## config.mk

```make
export PLATFORM = sky130hd
export DESIGN_NAME = cds_clock_ctrl
export DESIGN_NICKNAME = d
export VERILOG_FILES = /design/src/inc/cds_pkg.sv /design/src/verilog/cds_align_sync.sv /design/src/verilog/cds_clock_ctrl.sv
export SDC_FILE = /design/constraint.sdc
export NUM_CORES = 1
export LEC_CHECK = 0
export BUFFER_PORTS_ARGS = -buffer_cell sky130_fd_sc_hd__buf_2
export CORE_ASPECT_RATIO = 1.25
export CORE_UTILIZATION = 25
export CTS_BUF_LIST = sky130_fd_sc_hd__clkbuf_2
export DETAILED_ROUTE_END_ITERATION = 7
export GPL_TIMING_DRIVEN = 0
export HOLD_SLACK_MARGIN = 0.12
export SLEW_MARGIN = 20
export SYNTH_ARGS = -nofsm -noshare
export SYNTH_HDL_FRONTEND = slang
export SYNTH_SLANG_ARGS = --single-unit
```

## constraint.sdc

```tcl
create_clock -name ref_clk -period 6.25 [get_ports ref_clk]
set_input_delay 1.25 -clock ref_clk [delete_from_list [all_inputs] [get_ports ref_clk]]
set_output_delay 1.25 -clock ref_clk [all_outputs]
set_load 0.05 [all_outputs]
```

## src/inc/cds_pkg.sv

```systemverilog
package cds_pkg;

    // ------------------------------------------------------------
    // Clock and timing
    // ------------------------------------------------------------
    localparam int CLK_PERIOD_NS  = 10;
    localparam int CLK_MHZ        = 100;
    localparam int DCS_MIN_MHZ    = 20;
    localparam int DCS_RELOCK_NS  = 1500;
    localparam int DCS_RELOCK_CYC = (DCS_RELOCK_NS + CLK_PERIOD_NS - 1) / CLK_PERIOD_NS;
    localparam logic [7:0] RELOCK_LOAD = 8'(DCS_RELOCK_CYC);
    localparam logic [7:0] RELOCK_LAST = 8'h01;
    localparam logic [7:0] CNT8_ZERO   = 8'h00;
    localparam logic [7:0] CNT8_ONE    = 8'h01;
    localparam logic [7:0] CNT8_MAX    = 8'hff;

    // ------------------------------------------------------------
    // Register map
    // ------------------------------------------------------------
    localparam int ADDR_W = 12;
    localparam int DATA_W = 8;
    localparam logic [ADDR_W-1:0] ALIGN_CTRL_ADDR = 12'h100;
    localparam logic [DATA_W-1:0] ALIGN_CTRL_RST  = 8'h00;
    localparam logic [DATA_W-1:0] ALIGN_WR_MASK   = 8'hfe;
    localparam logic [DATA_W-1:0] RD_ZERO         = 8'h00;
    localparam int ALIGN_ARMED_BIT   = 0;
    localparam int ALIGN_EN_BIT      = 1;
    localparam int ALIGN_ONESHOT_BIT = 2;

    // ------------------------------------------------------------
    // Divider
    // ------------------------------------------------------------
    localparam int DIV_W = 3;
    localparam logic [DIV_W-1:0] DIV_CNT_ZERO = 3'h0;
    localparam logic [DIV_W-1:0] DIV_CNT_ONE  = 3'h1;
    localparam logic [DIV_W-1:0] DIV_CODE_1   = 3'h0;
    localparam logic [DIV_W-1:0] DIV_CODE_2   = 3'h1;
    localparam logic [DIV_W-1:0] DIV_CODE_4   = 3'h3;
    localparam logic [3:0]       RAW_HI_LEN   = 4'h1;
    localparam logic             CLK_N_PULL_LVL = 1'b0;

    typedef enum logic [1:0] {
        PWR_RUN     = 2'b00,
        PWR_STANDBY = 2'b01,
        PWR_DOWN    = 2'b10
    } cds_pwr_t;

    typedef enum logic [1:0] {
        DCS_OFF    = 2'b00,
        DCS_RELOCK = 2'b01,
        DCS_LOCKED = 2'b10
    } cds_dcs_t;

    // Ratios other than 1, 2 and 4 only work with the stabilizer on
    function automatic logic cds_dcs_needed(input logic [DIV_W-1:0] code);
        return !(code == DIV_CODE_1 || code == DIV_CODE_2 || code == DIV_CODE_4);
    endfunction

    // High phase length for a nominal half period, ratio = code + 1
    function automatic logic [3:0] cds_half_len(input logic [DIV_W-1:0] code);
        logic [3:0] r;
        r = {1'b0, code} + 4'h2;
        return r >> 1;
    endfunction

endpackage

```

## src/verilog/cds_align_sync.sv

```systemverilog
`timescale 1ns/1ps
module cds_align_sync (
    input  wire logic ref_clk,
    input  wire logic rst_n,
    input  wire logic align_in,
    output logic      align_evt
);
    import cds_pkg::*;

    typedef struct packed {
        logic meta;
        logic sync;
        logic prev;
        logic evt;
    } cds_sync_st_t;

    cds_sync_st_t s_r;
    cds_sync_st_t s_nxt;

    // ------------------------------------------------------------
    // Two-stage synchroniser and rising edge detect
    // ------------------------------------------------------------
    always_comb begin
        s_nxt      = s_r;
        s_nxt.meta = align_in;
        s_nxt.sync = s_r.meta;
        s_nxt.prev = s_r.sync;
        s_nxt.evt  = s_r.sync & ~s_r.prev;
    end

    always_ff @(posedge ref_clk) begin
        if (!rst_n) begin
            s_r <= '0;
        end else begin
            s_r <= s_nxt;
        end
    end

    assign align_evt = s_r.evt;

    // ------------------------------------------------------------
    // Checks
    // ------------------------------------------------------------
    property p_evt_single;
        @(posedge ref_clk) disable iff (!rst_n)
        align_evt |=> !align_evt;
    endproperty
    a_evt_single: assert property (p_evt_single)
        else $error("alignment event longer than one cycle");

    property p_evt_latency;
        @(posedge ref_clk) disable iff (!rst_n)
        $rose(align_in) |-> ##3 align_evt;
    endproperty
    a_evt_latency: assert property (p_evt_latency)
        else $error("alignment edge not seen three cycles after input rise");

endmodule

```

## src/verilog/cds_clock_ctrl.sv

```systemverilog
`timescale 1ns/1ps
// What this block does
// - Divide the sample clock by an integer ratio from one to eight.
// - Alignment register bits choose realign on every pulse or first after write.
// - Each accepted alignment pulse returns the divider to its initial count.
// - Alignment input passes a synchroniser on the sample clock first.
// - Stabilizer on: falling edge regenerated for a nominal half-period duty.
// - Stabilizer loop does not run below about twenty megahertz.
// - After a rate change the stabilizer is bypassed until relocked.
// - Power-down by pin or serial command puts data drivers in high impedance.
// - Power-down pin low returns the device to normal operation unless serial power-down or standby is set.
// - Power-down shuts off reference, its buffer, bias and internal clock.
// - Serial-only standby keeps the reference powered for faster wake-up.
// - Floating clock inputs: negative clock input pulled low, no spurious edges.
module cds_clock_ctrl (
    input  wire logic                        ref_clk,
    input  wire logic                        rst_n,
    input  wire logic                        align_in,
    input  wire logic                        clk_n_float,
    input  wire logic                        power_down_pin,
    input  wire logic                        spi_power_down,
    input  wire logic                        spi_standby,
    input  wire logic                        duty_cycle_stabilizer_en,
    input  wire logic [cds_pkg::DIV_W-1:0]   div_ratio_code,
    input  wire logic                        clk_rate_changed,
    input  wire logic                        reg_wr_en,
    input  wire logic [cds_pkg::ADDR_W-1:0]  reg_addr,
    input  wire logic [cds_pkg::DATA_W-1:0]  reg_wr_data,
    output logic      [cds_pkg::DATA_W-1:0]  reg_rd_data,
    output logic                             int_clk,
    output logic                             sample_tick,
    output logic                             dcs_active,
    output logic                             dcs_config_err,
    output logic                             data_drv_oe,
    output logic                             ref_en,
    output logic                             ref_buf_en,
    output logic                             bias_en,
    output logic                             clk_en,
    output logic                             clk_n_o,
    output logic                             clk_n_oe
);
    import cds_pkg::*;

    typedef struct packed {
        cds_pwr_t          pwr;
        cds_dcs_t          duty_cycle_stabilizer;
        logic [DIV_W-1:0]  div_cnt;
        logic [DIV_W-1:0]  div_code;
        logic [7:0]        relock_cnt;
        logic [DATA_W-1:0] align_ctrl;
        logic [DATA_W-1:0] rd_data;
        logic              int_clk;
        logic              tick;
        logic              drv_oe;
        logic              ref_en;
        logic              ref_buf_en;
        logic              bias_en;
        logic              clk_en;
        logic              clk_n_oe;
        logic              cfg_err;
    } cds_state_t;

    cds_state_t s_r;
    cds_state_t s_nxt;

    logic align_evt;
    logic pd_req;
    logic running;
    logic freq_change;
    logic sync_valid;
    logic ctrl_wr;
    logic rate_ok;
    logic [3:0] hi_len;

    cds_align_sync u_sync (
        .ref_clk   (ref_clk),
        .rst_n     (rst_n),
        .align_in  (align_in),
        .align_evt (align_evt)
    );

    // ------------------------------------------------------------
    // Decode
    // ------------------------------------------------------------
    assign pd_req      = power_down_pin | spi_power_down;
    assign running     = (s_r.pwr == PWR_RUN) && !clk_n_float;
    assign freq_change = (div_ratio_code != s_r.div_code) | clk_rate_changed;
    assign ctrl_wr     = reg_wr_en && (reg_addr == ALIGN_CTRL_ADDR);
    assign rate_ok     = (CLK_MHZ >= DCS_MIN_MHZ);
    assign sync_valid  = align_evt && s_r.align_ctrl[ALIGN_EN_BIT]
                         && (!s_r.align_ctrl[ALIGN_ONESHOT_BIT]
                             || s_r.align_ctrl[ALIGN_ARMED_BIT]);
    assign hi_len      = (s_r.duty_cycle_stabilizer == DCS_LOCKED) ? cds_half_len(s_r.div_code) : RAW_HI_LEN;

    // ------------------------------------------------------------
    // Next state
    // ------------------------------------------------------------
    always_comb begin
        s_nxt          = s_r;
        s_nxt.div_code = div_ratio_code;
        s_nxt.cfg_err  = cds_dcs_needed(div_ratio_code) && !duty_cycle_stabilizer_en;

        // Power modes; pin or serial command, standby is serial only
        if (pd_req) begin
            s_nxt.pwr = PWR_DOWN;
        end else if (spi_standby) begin
            s_nxt.pwr = PWR_STANDBY;
        end else begin
            s_nxt.pwr = PWR_RUN;
        end
        s_nxt.drv_oe     = (s_nxt.pwr == PWR_RUN);
        s_nxt.ref_en     = (s_nxt.pwr != PWR_DOWN);
        s_nxt.ref_buf_en = (s_nxt.pwr == PWR_RUN);
        s_nxt.bias_en    = (s_nxt.pwr == PWR_RUN);
        s_nxt.clk_en     = (s_nxt.pwr == PWR_RUN);
        s_nxt.clk_n_oe   = clk_n_float;

        // Alignment control; a write re-arms and wins over consumption
        if (sync_valid && s_r.align_ctrl[ALIGN_ONESHOT_BIT]) begin
            s_nxt.align_ctrl[ALIGN_ARMED_BIT] = 1'b0;
        end
        if (ctrl_wr) begin
            s_nxt.align_ctrl = reg_wr_data & ALIGN_WR_MASK;
            s_nxt.align_ctrl[ALIGN_ARMED_BIT] = 1'b1;
        end
        s_nxt.rd_data = (reg_addr == ALIGN_CTRL_ADDR) ? s_r.align_ctrl : RD_ZERO;

        // Divider
        if (!running) begin
            s_nxt.div_cnt = DIV_CNT_ZERO;
            s_nxt.tick    = 1'b0;
            s_nxt.int_clk = 1'b0;
        end else begin
            if (sync_valid || s_r.div_cnt >= s_r.div_code) begin
                s_nxt.div_cnt = DIV_CNT_ZERO;
            end else begin
                s_nxt.div_cnt = s_r.div_cnt + DIV_CNT_ONE;
            end
            s_nxt.tick    = (s_nxt.div_cnt == DIV_CNT_ZERO);
            s_nxt.int_clk = ({1'b0, s_nxt.div_cnt} < hi_len);
        end

        // Duty cycle stabilizer lock tracking
        if (!duty_cycle_stabilizer_en || !rate_ok || !running) begin
            s_nxt.duty_cycle_stabilizer        = DCS_OFF;
            s_nxt.relock_cnt = CNT8_ZERO;
        end else begin
            case (s_r.duty_cycle_stabilizer)
                DCS_OFF: begin
                    s_nxt.duty_cycle_stabilizer        = DCS_RELOCK;
                    s_nxt.relock_cnt = RELOCK_LOAD;
                end
                DCS_RELOCK: begin
                    if (freq_change) begin
                        s_nxt.relock_cnt = RELOCK_LOAD;
                    end else if (s_r.relock_cnt <= RELOCK_LAST) begin
                        s_nxt.duty_cycle_stabilizer        = DCS_LOCKED;
                        s_nxt.relock_cnt = CNT8_ZERO;
                    end else begin
                        s_nxt.relock_cnt = s_r.relock_cnt - CNT8_ONE;
                    end
                end
                DCS_LOCKED: begin
                    if (freq_change) begin
                        s_nxt.duty_cycle_stabilizer        = DCS_RELOCK;
                        s_nxt.relock_cnt = RELOCK_LOAD;
                    end
                end
                default: begin
                    s_nxt.duty_cycle_stabilizer        = DCS_OFF;
                    s_nxt.relock_cnt = CNT8_ZERO;
                end
            endcase
        end
    end

    always_ff @(posedge ref_clk) begin
        if (!rst_n) begin
            s_r <= '0;
        end else begin
            s_r <= s_nxt;
        end
    end

    // ------------------------------------------------------------
    // Outputs
    // ------------------------------------------------------------
    assign reg_rd_data    = s_r.rd_data;
    assign int_clk        = s_r.int_clk;
    assign sample_tick    = s_r.tick;
    assign dcs_active     = (s_r.duty_cycle_stabilizer == DCS_LOCKED);
    assign dcs_config_err = s_r.cfg_err;
    assign data_drv_oe    = s_r.drv_oe;
    assign ref_en         = s_r.ref_en;
    assign ref_buf_en     = s_r.ref_buf_en;
    assign bias_en        = s_r.bias_en;
    assign clk_en         = s_r.clk_en;
    assign clk_n_o        = CLK_N_PULL_LVL;
    assign clk_n_oe       = s_r.clk_n_oe;

    // ------------------------------------------------------------
    // Checks
    // ------------------------------------------------------------
    logic [7:0] bypass_cyc;

    always_ff @(posedge ref_clk) begin
        if (!rst_n || dcs_active || freq_change) begin
            bypass_cyc <= CNT8_ZERO;
        end else if (bypass_cyc != CNT8_MAX) begin
            bypass_cyc <= bypass_cyc + CNT8_ONE;
        end
    end

    property p_div_wrap;
        @(posedge ref_clk) disable iff (!rst_n)
        (running && s_r.div_cnt == s_r.div_code && s_r.div_code == div_ratio_code
         && s_nxt.pwr == PWR_RUN)
        |=> (s_r.div_cnt == DIV_CNT_ZERO) && sample_tick;
    endproperty
    a_div_wrap: assert property (p_div_wrap)
        else $error("divider did not wrap at the programmed ratio");

    property p_align_reset;
        @(posedge ref_clk) disable iff (!rst_n)
        (sync_valid && running && s_nxt.pwr == PWR_RUN)
        |=> (s_r.div_cnt == DIV_CNT_ZERO) && sample_tick;
    endproperty
    a_align_reset: assert property (p_align_reset)
        else $error("accepted alignment did not reset the divider");

    property p_oneshot;
        @(posedge ref_clk) disable iff (!rst_n)
        (sync_valid && s_r.align_ctrl[ALIGN_ONESHOT_BIT] && !ctrl_wr)
        |=> !s_r.align_ctrl[ALIGN_ARMED_BIT];
    endproperty
    a_oneshot: assert property (p_oneshot)
        else $error("one-shot alignment stayed armed");

    property p_rewrite_arms;
        @(posedge ref_clk) disable iff (!rst_n)
        ctrl_wr |=> s_r.align_ctrl[ALIGN_ARMED_BIT]
                 && s_r.align_ctrl[ALIGN_EN_BIT] == $past(reg_wr_data[ALIGN_EN_BIT]);
    endproperty
    a_rewrite_arms: assert property (p_rewrite_arms)
        else $error("register write did not arm alignment");

    property p_pd_hiz;
        @(posedge ref_clk) disable iff (!rst_n)
        pd_req |=> !data_drv_oe && !ref_en && !ref_buf_en && !bias_en && !clk_en;
    endproperty
    a_pd_hiz: assert property (p_pd_hiz)
        else $error("power-down left drivers or analog blocks on");

    property p_pd_no_tick;
        @(posedge ref_clk) disable iff (!rst_n)
        pd_req [*2] |=> !sample_tick && !int_clk;
    endproperty
    a_pd_no_tick: assert property (p_pd_no_tick)
        else $error("internal clock running in power-down");

    property p_standby;
        @(posedge ref_clk) disable iff (!rst_n)
        (!pd_req && spi_standby) |=> ref_en && !data_drv_oe && !clk_en;
    endproperty
    a_standby: assert property (p_standby)
        else $error("standby did not keep only the reference powered");

    property p_wake;
        @(posedge ref_clk) disable iff (!rst_n)
        (!pd_req && !spi_standby) |=> data_drv_oe && ref_en && clk_en;
    endproperty
    a_wake: assert property (p_wake)
        else $error("device did not return to normal operation");

    property p_relock_wait;
        @(posedge ref_clk) disable iff (!rst_n)
        $rose(dcs_active) |-> bypass_cyc >= RELOCK_LOAD;
    endproperty
    a_relock_wait: assert property (p_relock_wait)
        else $error("stabilizer locked before the relock time");

    property p_float_pull;
        @(posedge ref_clk) disable iff (!rst_n)
        clk_n_float |=> clk_n_oe && !clk_n_o && !sample_tick;
    endproperty
    a_float_pull: assert property (p_float_pull)
        else $error("floating clock not pulled low or edges seen");

endmodule

```

After elaboration in Yosys (flattened, before gate mapping)
Cells that the tools add are included.
- register bits: 44
- input port bits: 33
- output and inout port bits: 19
- word-level logic and storage cells: 80
- add/sub/neg operators: 3
- magnitude comparators: 3
- equal/unequal tests: 10
- mux-type cells: 15
- bitwise logic cells: 5
- reductions and logical operators: 26
- operators by type and width (kind ; count):
    $mux 8 ; 3
    $pmux 8 s3 ; 1
    $eq 12x9->1 const B ; 1
    $mux 3 ; 3
    $le 8x1->1 const B ; 1
    $mux 2 ; 4
    $sub 8x1->8 const B ; 1
    $logic_and 1x1->1 ; 6
    $logic_not 2->1 ; 3
    $logic_not 3->1 ; 2
    $ne 2x2->1 const B ; 3
    $pmux 2 s3 ; 1
    $logic_not 1->1 ; 5
    $logic_or 1x1->1 ; 5
    $add 3x2->4 const B ; 1
    $reduce_and 2->1 ; 2
    $add 3x1->3 const B ; 1
    $eq 3x1->1 const B ; 1
    $eq 3x2->1 const B ; 1
    $ge 3x3->1 ; 1
    $lt 3x3->1 ; 1
    $mux 1 ; 3
    $ne 3x3->1 ; 1
    $reduce_and 3->1 ; 1
    8 further kinds ; 10

Depth between registers and ports, before layout
- word-level depth: 7
- gate-level depth with buffers: 9

Cells and area by module
From an unflattened synthesis, not the netlist that was laid out.
- cell total of the unflattened synthesis: 210
- area, all modules: 1939.4 um^2
- by module, submodules not included (module ; times used ; cells an instance ; area an instance (um^2) ; sequential area each (um^2)):
    cds_clock_ctrl ; 1 ; 202 ; 1828.0 ; 800.8
    cds_align_sync ; 1 ; 8 ; 111.4 ; 80.1

Worst setup path after synthesis
No wires, ideal clock.
- kind: input to register
- start: in rst_n
- end: reg s_r, in the netlist int_clk
- setup time: 0.060 ns
- arrival time: 2.452 ns
- setup slack: 3.738 ns
- stages on the path: 4
- cells stage by stage: clkbuf_1 or4b_2 a211oi_1 o311a_1
- word-level cells in the longest chain between the ends: 1
- RTL lines (what ; line ; source):
    start: declaration ; cds_clock_ctrl.sv:17 ; input wire logic rst_n,
    $reduce_and 2->1 (no source line) ; -- ;
    end signal: assignment ; cds_clock_ctrl.sv:181 ; s_r <= s_nxt;
    end: declaration ; cds_clock_ctrl.sv:63 ; cds_state_t s_r;
No other way between the ends.
A chain may end at the register's enable or synchronous reset.

Final worst setup path
- start: reg s_r[40] (netlist name)
- end: out dcs_active
- word-level cells in the longest chain between the ends: 1
- RTL lines (what ; line ; source):
    $eq 2x2->1 ; cds_clock_ctrl.sv:191 ; assign dcs_active = (s_r.duty_cycle_stabilizer == DCS_LOCKED);
    end: declaration ; cds_clock_ctrl.sv:32 ; output logic dcs_active,
No other way between the ends.

==> impl_metrics.tcl <==
set metrics [dict create \
    status "complete, no violations" \
    ios 52 \
    arrival_ns 1.78 \
    place_congestion 0.822 \
    post-route-min-period_ns 3.03 \
    grt_overflow 0 \
    synth_cells 211 \
    drv_slew 0 \
    cp.required_ns 5.00 \
    grt_max_degree 16 \
    synth_area_leader_cell "dfxtp_1" \
    synthesis.nets 253 \
    dr.pass1.iters 4 \
    synth_edf_count 0 \
    synthFlopType "dfxtp_1" \
    cts_buffers 5 \
    reg2reg_setup_slack_ns 4.04 \
    grtUsageTotal 0.108 \
    crit_type "reg2out" \
    end_kind "output port" \
    ant_nets 0 \
    clkSinkCount 44 \
    drive_gt1_frac 0.285 \
    antenna_cells 0 \
    synth-compound-area-share 0.118 \
    synth-simple-area-share 0.270 \
    max_slew_margin 0.535 \
    synth_top_family_by_area "simple AND/OR/NAND/NOR gates" \
    ys_seq_area_frac 0.455 \
    initial_core_util 0.260 \
    synthMuxAreaShare 0.00517 \
    ys_async_sr_fraction 0 \
    clockRootBuffer "clkbuf_2" \
    rsz0062_at_grt "no" \
    finalWirelength_um 3960 \
    synth_warnings 0 \
    dieArea_mm2 0.00811 \
    yosys.area_share.adder 0.0581 \
    max_freq_mhz 330 \
    setup_viol 0 \
    fin_crit_sh 0.485 \
    ys_ff_latch 44 \
    core_mm2 0.00744 \
    cts.path.max_buffers 2 \
    whs_ns 0.402 \
    place_hpwl_um 3110 \
    multiInputGateArea_um2 913 \
    drv_cap 0 \
    ff_latch_area_um2 881 \
    ys_types 47 \
    p_per_area_mw_per_mm2 215 \
    power.leakage_nw 1.06 \
    clk_pin_slew_ns 0.26 \
    grt_antenna_before_repair 0 \
    clk-insertion-delay-late_ns 0.43 \
    syn_area_mm2 0.00194 \
    synth_xor_area_frac 0.0181 \
    synth_top_area_frac 0.455 \
    cp_max_fo 10 \
    rows 35 \
    h-tree-depth 2 \
    synth_area_leaders "dfxtp_1 (45%), and2_1 (5.8%), ha_1 (5.8%)" \
    hold_violations 0 \
    regMostFlops "s_r" \
    fin_nets 308 \
    nFillCells 807 \
    die_y_um 100 \
    largest_register_ffs 26 \
    wl_per_cell_um 11.0 \
    fp.dieW_um 80.7 \
    cts_tree "built" \
    grt_pass1_wl_um 6700 \
    finalSetupTns_ns 0 \
    fin_skew_ns 0.0348 \
    peakVddDrop_mv 0.0770 \
    first_iter_violations 31 \
    grt_pass1_vias 1476 \
    worstHoldPathType "reg2reg" \
    num_vias 1626 \
    start_kind "flop" \
    area_growth_pct 22.0 \
    ctsResizeCount 0 \
    drc 0 \
    cts_setup_buffers 0 \
    synth_area_per_cell_um2 9.18 \
    avgViaCountPerCell 4.53 \
    portBuffers 48 \
    worst_pin_slew_ns 0.692 \
    postCtsHoldBufs 0 \
]
-- cells in the final DEF (no fill, tap or decap), types with 6 or more instances in the layout --
cell,n
nor3_1,7
nand3_1,9
buf_4,12
nand2_1,17
nand4_1,6
nor2_1,8
a21oi_1,6
inv_1,9
ha_1,9
dfxtp_1,44
o21ai_0,8
and2_1,18
buf_2,48
-- kinds of logic (layout without fill, tap and decap cells) --
kind of cell / Yosys count / count (layout)
and+or+nand+nor: 92 / 92
DFF: 44 / 44
AOI/OAI and AO/OA: 34 / 34
buffers and inverters: 26 / 82
adders and majority gates: 9 / 9
xor gates and xnor gates: 4 / 4
other: 1 / 1
muxes: 1 / 1
-- worst max-delay path: stages, from the launching register on --
cell and delay [ns]:
dfxtp_1 0.47, nor2b_1 0.20, clkbuf_1 0.36, buf_2 0.34
-- Yosys cell counts, drive strengths merged, types with 2 or more instances --
cell	n
nor2	8
a21oi	6
nand2b	3
o21a	2
and3	2
nor2b	5
nor4b	2
xor2	3
a211oi	2
and2	18
nor3	7
nor4	5
inv	9
o311a	3
ha	9
clkbuf	5
o211ai	2
o21ai	9
nand4	6
or3	3
buf	12
nand3	9
a31oi	3
dfxtp	44
nand2	17
-- report_power, final --
group | switching [mW] | leakage [nW] | internal [mW] | total, mW
logic | 0.0291 | 0.661 | 0.0202 | 0.0493
registers | 0.00449 | 0.358 | 0.287 | 0.292
clock network | 0.0975 | 0.0396 | 0.0689 | 0.166
-- area by class of cell --
cell class,count,area share
repair buffers,48,0.102
plain buffers,17,0.0461
well taps,92,0.0487
multi-input cells,141,0.386
clock inverters,3,0.0196
flip-flops and latches,44,0.373
clock buffers,5,0.0106
inverters,9,0.0143
-- routing by layer --
layer  share of wire  GRT usage  vias up
met5               0          0        -
met2            0.47      0.183       43
met3           0.068     0.0336        5
met1            0.44      0.125      742
li1                -          -      836
met4           0.016     0.0412        0
-- final timing paths --
path                                          startpoint                          end  cells after the start
worst max-delay path                s_r[40]$_SDFFE_PP0P_                   dcs_active                      3
worst min-delay path            u_sync.s_r[1]$_SDFF_PN0_  u_sync.align_evt$_SDFF_PN0_                      1
worst max register to register        s_r[36]$_SDFF_PN0_           int_clk$_SDFF_PN0_                      9
worst min register to register  u_sync.s_r[1]$_SDFF_PN0_  u_sync.align_evt$_SDFF_PN0_                      1
-- stage by stage --
step	setup slack (ns)	std cells	cell area (um2)	power [mW]	util
after floorplan	3.74	211	1940	0.328	-
after global placement	3.34	351	2290	0.347	0.308
after detailed placement	3.33	351	2290	0.347	0.308
after CTS	3.15	359	2360	0.516	0.317
after global routing	3.02	359	2360	0.531	0.317
final	3.22	359	2360	0.507	0.317
(Power assumes the default switching activity.)
